$ cat config.mk
export PLATFORM = sky130hd
export DESIGN_NAME = ceiu_top
export DESIGN_NICKNAME = d
export VERILOG_FILES = /design/src/include/ceiu_pkg.sv /design/src/verilog/ceiu_top.sv /design/src/verilog/ceiu_sync.sv /design/src/verilog/ceiu_edge.sv
export VERILOG_INCLUDE_DIRS = /design/src /design/src/include
export SDC_FILE = /design/constraint.sdc
export NUM_CORES = 1
export LEC_CHECK = 0
export ABC_AREA = 0
export BUFFER_PORTS_ARGS = -buffer_cell sky130_fd_sc_hd__buf_2
export CAP_MARGIN = 20
export CORE_ASPECT_RATIO = 1.2
export CORE_UTILIZATION = 50
export CTS_BUF_LIST = sky130_fd_sc_hd__clkbuf_4 sky130_fd_sc_hd__clkbuf_8 sky130_fd_sc_hd__clkbuf_16
export CTS_CLUSTER_DIAMETER = 200
export DETAILED_ROUTE_END_ITERATION = 10
export GPL_TIMING_DRIVEN = 0
export PLACE_DENSITY = 0.83
export SYNTH_ARGS = -nofsm -noshare
export SYNTH_HDL_FRONTEND = slang
export SYNTH_SLANG_ARGS = --single-unit
$ cat constraint.sdc
create_clock -name core_clk -period 2.7 [get_ports core_clk]
set_clock_uncertainty 0.05 [all_clocks]
set_input_delay 0.54 -clock core_clk [delete_from_list [all_inputs] [get_ports core_clk]]
set_output_delay 0.54 -clock core_clk [all_outputs]
set_load 0.01 [all_outputs]
$ cat src/include/ceiu_params.svh
`ifndef CEIU_PARAMS_SVH
`define CEIU_PARAMS_SVH

`define CEIU_ADDR_LEVEL  32'h4002100C
`define CEIU_ADDR_MASK   32'h4002120C
`define CEIU_ADDR_FLAGS  32'h40021210
`define CEIU_ADDR_CLEAR  32'h40021214

`define CEIU_MAX_CMP     10
`define CEIU_RISE_LSB    12
`define CEIU_FALL_LSB    0
`define CEIU_CFG_BYTE_W  8

`define CEIU_RST_LEVEL   10'h000
`define CEIU_RST_VEC     10'h000
`define CEIU_RST_WORD    32'h00000000

`endif

$ cat src/include/ceiu_pkg.sv
`include "ceiu_params.svh"

package ceiu_pkg;

  typedef logic [`CEIU_MAX_CMP-1:0] ceiu_vec_t;
  typedef logic [31:0]              ceiu_word_t;

  typedef enum logic [2:0] {
    CEIU_REG_NONE,
    CEIU_REG_LEVEL,
    CEIU_REG_MASK,
    CEIU_REG_FLAGS,
    CEIU_REG_CLEAR
  } ceiu_reg_e;

  typedef struct packed {
    ceiu_vec_t stage1;
    ceiu_vec_t stage2;
  } ceiu_sync_s;

  typedef struct packed {
    ceiu_vec_t prev;
    logic      armed;
  } ceiu_edge_s;

  typedef struct packed {
    ceiu_vec_t  rise_flag;
    ceiu_vec_t  fall_flag;
    ceiu_vec_t  rise_en;
    ceiu_vec_t  fall_en;
    ceiu_word_t rdata;
    logic       ack;
  } ceiu_top_s;

endpackage : ceiu_pkg

$ cat src/verilog/ceiu_top.sv
`timescale 1ns/1ps
`include "ceiu_params.svh"

module ceiu_top
  import ceiu_pkg::*;
#(
  parameter int NUM_CMP = `CEIU_MAX_CMP
)
(
  input  wire logic       core_clk,
  input  wire logic       rst,
  input  wire ceiu_vec_t  cmp_level,
  output ceiu_vec_t       fabric_level,
  input  wire logic       reg_sel,
  input  wire logic       reg_wr,
  input  wire ceiu_word_t reg_addr,
  input  wire ceiu_word_t reg_wdata,
  output ceiu_word_t      reg_rdata,
  output logic            reg_ack,
  output ceiu_vec_t       irq_rise,
  output ceiu_vec_t       irq_fall
);

  localparam ceiu_vec_t IMPL =
    ceiu_vec_t'((32'h1 << NUM_CMP) - 32'h1);

  // address decode, shared by read and write paths
  function automatic ceiu_reg_e ceiu_decode(input ceiu_word_t addr);
    ceiu_reg_e r;
    r = CEIU_REG_NONE;
    case (addr)
      `CEIU_ADDR_LEVEL: r = CEIU_REG_LEVEL;
      `CEIU_ADDR_MASK:  r = CEIU_REG_MASK;
      `CEIU_ADDR_FLAGS: r = CEIU_REG_FLAGS;
      `CEIU_ADDR_CLEAR: r = CEIU_REG_CLEAR;
      default:          r = CEIU_REG_NONE;
    endcase
    return r;
  endfunction : ceiu_decode

  // rising bits to 21:12, falling bits to 9:0, rest zero
  function automatic ceiu_word_t ceiu_pack(input ceiu_vec_t rise,
                                           input ceiu_vec_t fall);
    ceiu_word_t w;
    w = `CEIU_RST_WORD;
    w[`CEIU_RISE_LSB +: `CEIU_MAX_CMP] = rise;
    w[`CEIU_FALL_LSB +: `CEIU_MAX_CMP] = fall;
    return w;
  endfunction : ceiu_pack

  ceiu_top_s st_ff;
  ceiu_top_s nxt_st;

  ceiu_vec_t lvl_sync;
  ceiu_vec_t rise_pulse;
  ceiu_vec_t fall_pulse;
  ceiu_vec_t set_rise;
  ceiu_vec_t set_fall;
  ceiu_vec_t clr_rise;
  ceiu_vec_t clr_fall;
  ceiu_reg_e acc_reg;
  logic      wr_mask;
  logic      wr_clear;
  logic      rd_req;

  assign fabric_level = cmp_level;

  ceiu_sync u_sync (
    .core_clk    (core_clk),
    .rst         (rst),
    .level_async (cmp_level),
    .level_sync  (lvl_sync)
  );

  ceiu_edge u_edge (
    .core_clk   (core_clk),
    .rst        (rst),
    .level      (lvl_sync),
    .rise_pulse (rise_pulse),
    .fall_pulse (fall_pulse)
  );

  assign acc_reg  = ceiu_decode(reg_addr);
  assign wr_mask  = reg_sel & reg_wr & (acc_reg == CEIU_REG_MASK);
  assign wr_clear = reg_sel & reg_wr & (acc_reg == CEIU_REG_CLEAR);
  assign rd_req   = reg_sel & ~reg_wr;

  assign set_rise = rise_pulse & IMPL;
  assign set_fall = fall_pulse & IMPL;

  // only ones in the clear word act
  assign clr_rise = wr_clear
    ? reg_wdata[`CEIU_RISE_LSB +: `CEIU_MAX_CMP] & IMPL
    : '0;
  assign clr_fall = wr_clear
    ? reg_wdata[`CEIU_FALL_LSB +: `CEIU_MAX_CMP] & IMPL
    : '0;

  always_comb begin
    nxt_st = st_ff;

    // sticky flags, set beats clear
    nxt_st.rise_flag = (st_ff.rise_flag & ~clr_rise) | set_rise;
    nxt_st.fall_flag = (st_ff.fall_flag & ~clr_fall) | set_fall;

    if (wr_mask) begin
      nxt_st.rise_en = reg_wdata[`CEIU_RISE_LSB +: `CEIU_MAX_CMP] & IMPL;
      nxt_st.fall_en = reg_wdata[`CEIU_FALL_LSB +: `CEIU_MAX_CMP] & IMPL;
    end

    // every access is answered on the next edge
    nxt_st.ack   = reg_sel;
    nxt_st.rdata = `CEIU_RST_WORD;
    // full 32-bit words here; the byte-wide neighbours use bits 7:0 only
    if (rd_req) begin
      unique case (acc_reg)
        CEIU_REG_LEVEL:
          nxt_st.rdata = ceiu_word_t'(lvl_sync & IMPL);
        CEIU_REG_MASK:
          nxt_st.rdata = ceiu_pack(st_ff.rise_en, st_ff.fall_en);
        CEIU_REG_FLAGS:
          nxt_st.rdata = ceiu_pack(st_ff.rise_flag, st_ff.fall_flag);
        CEIU_REG_CLEAR:
          nxt_st.rdata = `CEIU_RST_WORD;
        CEIU_REG_NONE:
          nxt_st.rdata = `CEIU_RST_WORD;
      endcase
    end

    if (rst) begin
      nxt_st.rise_flag = `CEIU_RST_VEC;
      nxt_st.fall_flag = `CEIU_RST_VEC;
      nxt_st.rise_en   = `CEIU_RST_VEC;
      nxt_st.fall_en   = `CEIU_RST_VEC;
      nxt_st.rdata     = `CEIU_RST_WORD;
      nxt_st.ack       = 1'b0;
    end
  end

  always_ff @(posedge core_clk) begin
    st_ff <= nxt_st;
  end

  assign reg_rdata = st_ff.rdata;
  assign reg_ack   = st_ff.ack;

  // one line per event bit: falling lines 0-9, rising lines 0-9
  assign irq_rise = st_ff.rise_flag & st_ff.rise_en;
  assign irq_fall = st_ff.fall_flag & st_ff.fall_en;
endmodule : ceiu_top

$ cat src/verilog/ceiu_sync.sv
`timescale 1ns/1ps
`include "ceiu_params.svh"

module ceiu_sync
  import ceiu_pkg::*;
(
  input  wire logic      core_clk,
  input  wire logic      rst,
  input  wire ceiu_vec_t level_async,
  output ceiu_vec_t      level_sync
);

  ceiu_sync_s st_ff;
  ceiu_sync_s nxt_st;

  // two flops per comparator; stage1 only feeds stage2
  always_comb begin
    nxt_st        = st_ff;
    nxt_st.stage1 = level_async;
    nxt_st.stage2 = st_ff.stage1;
    if (rst) begin
      nxt_st.stage1 = `CEIU_RST_LEVEL;
      nxt_st.stage2 = `CEIU_RST_LEVEL;
    end
  end

  always_ff @(posedge core_clk) begin
    st_ff <= nxt_st;
  end

  assign level_sync = st_ff.stage2;

endmodule : ceiu_sync

$ cat src/verilog/ceiu_edge.sv
`timescale 1ns/1ps
`include "ceiu_params.svh"

module ceiu_edge
  import ceiu_pkg::*;
(
  input  wire logic      core_clk,
  input  wire logic      rst,
  input  wire ceiu_vec_t level,
  output ceiu_vec_t      rise_pulse,
  output ceiu_vec_t      fall_pulse
);

  ceiu_edge_s st_ff;
  ceiu_edge_s nxt_st;

  // first cycle after reset only learns the level, no false edge
  always_comb begin
    nxt_st       = st_ff;
    nxt_st.prev  = level;
    nxt_st.armed = 1'b1;
    if (rst) begin
      nxt_st.prev  = `CEIU_RST_VEC;
      nxt_st.armed = 1'b0;
    end
  end

  always_ff @(posedge core_clk) begin
    st_ff <= nxt_st;
  end

  assign rise_pulse = st_ff.armed ? (level & ~st_ff.prev) : '0;
  assign fall_pulse = st_ff.armed ? (~level & st_ff.prev) : '0;
endmodule : ceiu_edge

# == Word-level counts from Yosys, hierarchy flattened ==
# Index checks and enable logic that the tools add are counted.
# op_classes
bitwise_logic,18
reduce_logical,3
mux,7
n_eq_ne,8
# op_table
operator,n
equality test 32 x 31 -> 1 bit (second input constant),4
case mux 32 bit (4 select lines),1
AND 10 bit,6
2-to-1 mux 10 bit,4
NOT 10 bit,4
OR 10 bit,2
case mux 3 bit (4 select lines),1
equality test 3 x 2 -> 1 bit (second input constant),2
AND 1 bit,4
OR reduction 2 bit,2
equality test 3 x 1 -> 1 bit (second input constant),1
equality test 3 bit (second input constant),1
zero test 3 bit,1
NOT 1 bit,2
2-to-1 mux 1 bit,1
# word_totals
input_bits,78
out_inout_bits,63
elab_cells,46
regBits,104

# == Logic depth before layout (Yosys ltp) ==
# depth
ltp_word,8
mapped_depth,6
mapped_depth_nobuf,4

# == Modules after synthesis ==
# From an unflattened synthesis, not the netlist that was laid out.
# unflattened
cells_unflattened,499
hier_area_um2,4633.2
# by_module_without_submodules
module,area_each_um2,cells_each,instances
ceiu_top,3450.8,402,1
ceiu_sync,693.2,52,1
ceiu_edge,489.2,45,1

# == Worst setup path before layout ==
# No wires, ideal clock.
# synth_timing
kind,in2reg
start,in reg_addr[13]
end,reg st_ff[33] in the netlist's numbering
setup_slack_ns,0.418
stages,5
t_required_ns,2.578
arrival_ns,2.160
n_path_buf,1
cell_sequence,or4b_4 -> or3b_4 -> nor4_4 -> buf_6 -> mux2i_1
# synth_via
elab_chain_len,4
word_cells_on_any_way,7
classes_between,5 x eq/ne; 1 x mux; 1 x bitwise
# synth_rtl
element,line_no,source
start: declaration,ceiu_top.sv:16,"input wire ceiu_word_t reg_addr,"
equality test 32 x 31 -> 1 bit,ceiu_top.sv:31,case (addr)
case mux 3 bit (4 select lines) (*),ceiu_top.sv:31,
equality test 3 x 2 -> 1 bit (*),ceiu_top.sv:84,assign wr_mask = reg_sel & reg_wr & (acc_reg == CEIU_REG_MASK);
AND 1 bit (*),ceiu_top.sv:84,
end signal: assignment,ceiu_top.sv:141,st_ff <= nxt_st;
end: declaration,ceiu_top.sv:51,ceiu_top_s st_ff;
# Every way passes the cells marked *; elsewhere a longest branch is shown, timed or not.
# A chain may end at the register's enable or synchronous reset.

# == Final worst setup path ==
# layout_timing
start,in reg_addr[13]
end,reg st_ff (netlist bit reg_rdata[9])
# layout_via
elab_chain_len,5
word_cells_on_any_way,12
classes_between,8 x eq/ne; 2 x mux; 2 x reduce/logical
# layout_rtl
element,line_no,source
equality test 32 x 31 -> 1 bit,ceiu_top.sv:31,
case mux 3 bit (4 select lines) (*),ceiu_top.sv:31,
equality test 3 bit or zero test 3 bit (tied branches),ceiu_top.sv:116,unique case (acc_reg)
OR reduction 2 bit (no source line),n/a,
case mux 32 bit (4 select lines) (*),ceiu_top.sv:116,
# Every way passes the cells marked *; elsewhere a longest branch is shown, timed or not. The select of a mux whose other input is x is not followed.

==> impl_metrics.ini <==
[run_status]
violations = DRC
status = finished with violations

[grt]
grtUsageTotal_pct = 25.3
grt_pass1_vias = 3595
overflow = 0
grt_pass1_wl_mm = 16.6
antenna_found_initial = 0
grt_start_max_net_pins = 16

[routing]
drcViolationCount = 10
vias = 3831
wl_mm = 10.5
detail-route-antenna-nets = 0
wl_per_cell_um = 15.4
first_pass_iters = 8
drtIter0Drc = 321
vias_per_cell = 5.60

[synth]
synth.top_cell.area_share_pct = 45.8
synth_area_um2 = 4020
ys_async_sr_fraction_pct = 0
synthFlopType = dfxtp_1
synth_common_cells = dfxtp_1, nand2_1, nand3_1, buf_4, nor2b_1
synth_cell_types = 38
syn_area_per_cell_um2 = 8.94
netlist.top_cell.by_area = dfxtp_1
synth-edff-count = 0
synth_seq_cells = 92
ys_top_cells_by_area = dfxtp_1, buf_4, nand3_1, mux2i_1, nand2_1
yosysMostFrequentCell = dfxtp_1
syn_inst = 450
ys_seq_area_share_pct = 45.8
yosysWarnings = 0

[timing]
finalWorstSetupSlack_ns = 0.267
worstMarginPinSlew_ns = 0.604
hold_violations = 0
drv_slew = 0
finalSetupViolCount = 0
rsz0062_at_grt = no
fin_crit_sh_pct = 90.1
finalCriticalPeriod_ns = 2.43
slew_headroom_pct = 59.8
max_freq_mhz = 411

[power_and_ir_drop]
powerDensity_nw_per_um2 = 508
ir_worst_vdd_mv = 0.334
leakage_nw = 2.10

[die]
start_util_pct = 51.9
die_width_um = 83.9
row_count = 35
ios = 141
die_area_um2 = 8410
die_y_um = 100
core_area_um2 = 7750

[cells_and_area]
drive_gt1_share_pct = 31.1
syn2layout_area_growth_pct = 23.1
nets = 665
final_util_pct = 63.8
diodes = 0
fill_cells = 648

[min_path]
min_to = st_ff[67]$_SDFF_PP0_
worstHoldStart = reg_wdata[16]
min_path_cells = 2
hold_class = input pin to flop

[clocking]
cts_buffers = 9
cts_max_level = 3
holdBufCountCts = 0
clk_pin_slew_worst_paths_ns = 0.09
clock_path_buffers = 2
cts_resized = 0
clk-insertion-delay-late_ns = 0.37
clock-root-buffer = clkbuf_8
post_cts_buffers = 0
cts.sinks = 92
cts_tree = done

[critical_path]
crit_type = input pin to flop
arrival_ns = 2.62
r2r_slack_ns = 0.83
r2r_end = st_ff[55]$_SDFF_PP0_
worstPathRequired_ns = 2.89
r2r-start = u_edge.st_ff[0]$_DFF_P_
path_max_fanout = 10
cp-end-kind = flop
reg2regPathDepth = 4
crit_path_start = reg_addr[13]
crit_path_start_kind = input pin

[placement]
io_buffers = 115
dp_hpwl_mm = 7.68
pre_cts_slack_ns = -0.00713
place.gp.congestion = 0.874

[flow_run]
max_cap_viol_count = 0
-- cells by family after synthesis --
logic type             synth area share (%)
buffers and inverters                  12.1
DFF                                    45.8
and+or+nand+nor                        26.1
muxes                                  4.98
AOI/OAI and AO/OA                      10.9
other                                0.0933
-- how the worst max path moves through the flow --
stage,end,slack (ns),cells after the start
after floorplan,st_ff[33]$_SDFFE_PP0P_,0.42,5
after global placement,st_ff[57]$_SDFF_PP0_,0.07,6
after detailed placement,st_ff[59]$_SDFF_PP0_,-0.007,6
after CTS,st_ff[56]$_SDFF_PP0_,0.38,6
after global routing,reg_rdata[9]$_SDFF_PP0_,0.09,6
final,reg_rdata[9]$_SDFF_PP0_,0.27,6
-- routing by layer --
metal / part of all wire [%] / track usage (%) / wire length, µm
met4: 4.1 / 16.7 / 428
met1: 38 / 28.1 / 3980
met5: 0 / 0 / 0
met2: 50 / 44.1 / 5260
met3: 8.2 / 5.02 / 867
-- flip-flops by register name, indices dropped and copies added (netlist names) --
name,cells
u_sync.level_sync,10
u_sync.st_ff,10
reg_rdata,20
st_ff,40
u_edge.st_ff,11
reg_ack,1
-- critical path, stage by stage --
cell and delay (ns):
buf_2 0.10, or4b_4 0.54, nor3_1 0.39, clkbuf_1 0.51, nand3_1 0.16, a221oi_1 0.37
-- cell type report --
| type | instances | area [µm²] | share of cell area [%] |
|---|---|---|---|
| Buffer | 71 | 443 | 8.95 |
| Tap cell | 92 | 115 | 2.33 |
| Timing Repair Buffer | 115 | 576 | 11.6 |
| Multi-Input combinational cell | 286 | 1730 | 35.0 |
| Sequential cell | 92 | 1840 | 37.2 |
| Clock inverter | 4 | 30.0 | 0.607 |
| Clock buffer | 12 | 165 | 3.34 |
| Inverter | 12 | 45.0 | 0.910 |
-- power by group --
part	switching (mW)	internal [mW]	leakage, nW
Clock	0.486	0.414	0.0990
Combinational	0.117	0.0956	1.25
Sequential	0.0157	1.38	0.748
Total	0.619	1.89	2.10
-- stage by stage --
step	cells	hold WS, ns	area, µm²	power (mW)	TNS [ns]
after floorplan	461	0.364	4060	1.54	0
after global placement	668	0.373	4750	1.63	0
after detailed placement	668	0.371	4750	1.64	-0.0150
after CTS	684	0.307	4950	2.51	0
after global routing	684	0.328	4950	2.59	0
final	684	0.307	4950	2.51	0
-- placed cells by master, fill, tap and decap left out, drive strengths merged, types with 3 or more instances in the layout --
cell    Yosys  layout
clkbuf     22      34
clkinv      1       3
nand3      43      43
nand2b      9       9
inv        11      12
a31oi      19      19
nor4b       3       3
nor2       13      13
a21oi      11      11
and2       22      22
nor4        4       4
buf        49     164
nor3        4       4
nand2      49      49
mux2i      20      20
o211ai     10      10
conb        1      12
a221oi     10      10
nand3b      9       9
nand4       3       3
dfxtp      92      92
nor2b      23      23
a311oi     10      10
Note: power is estimated with default switching activity, not from simulation.
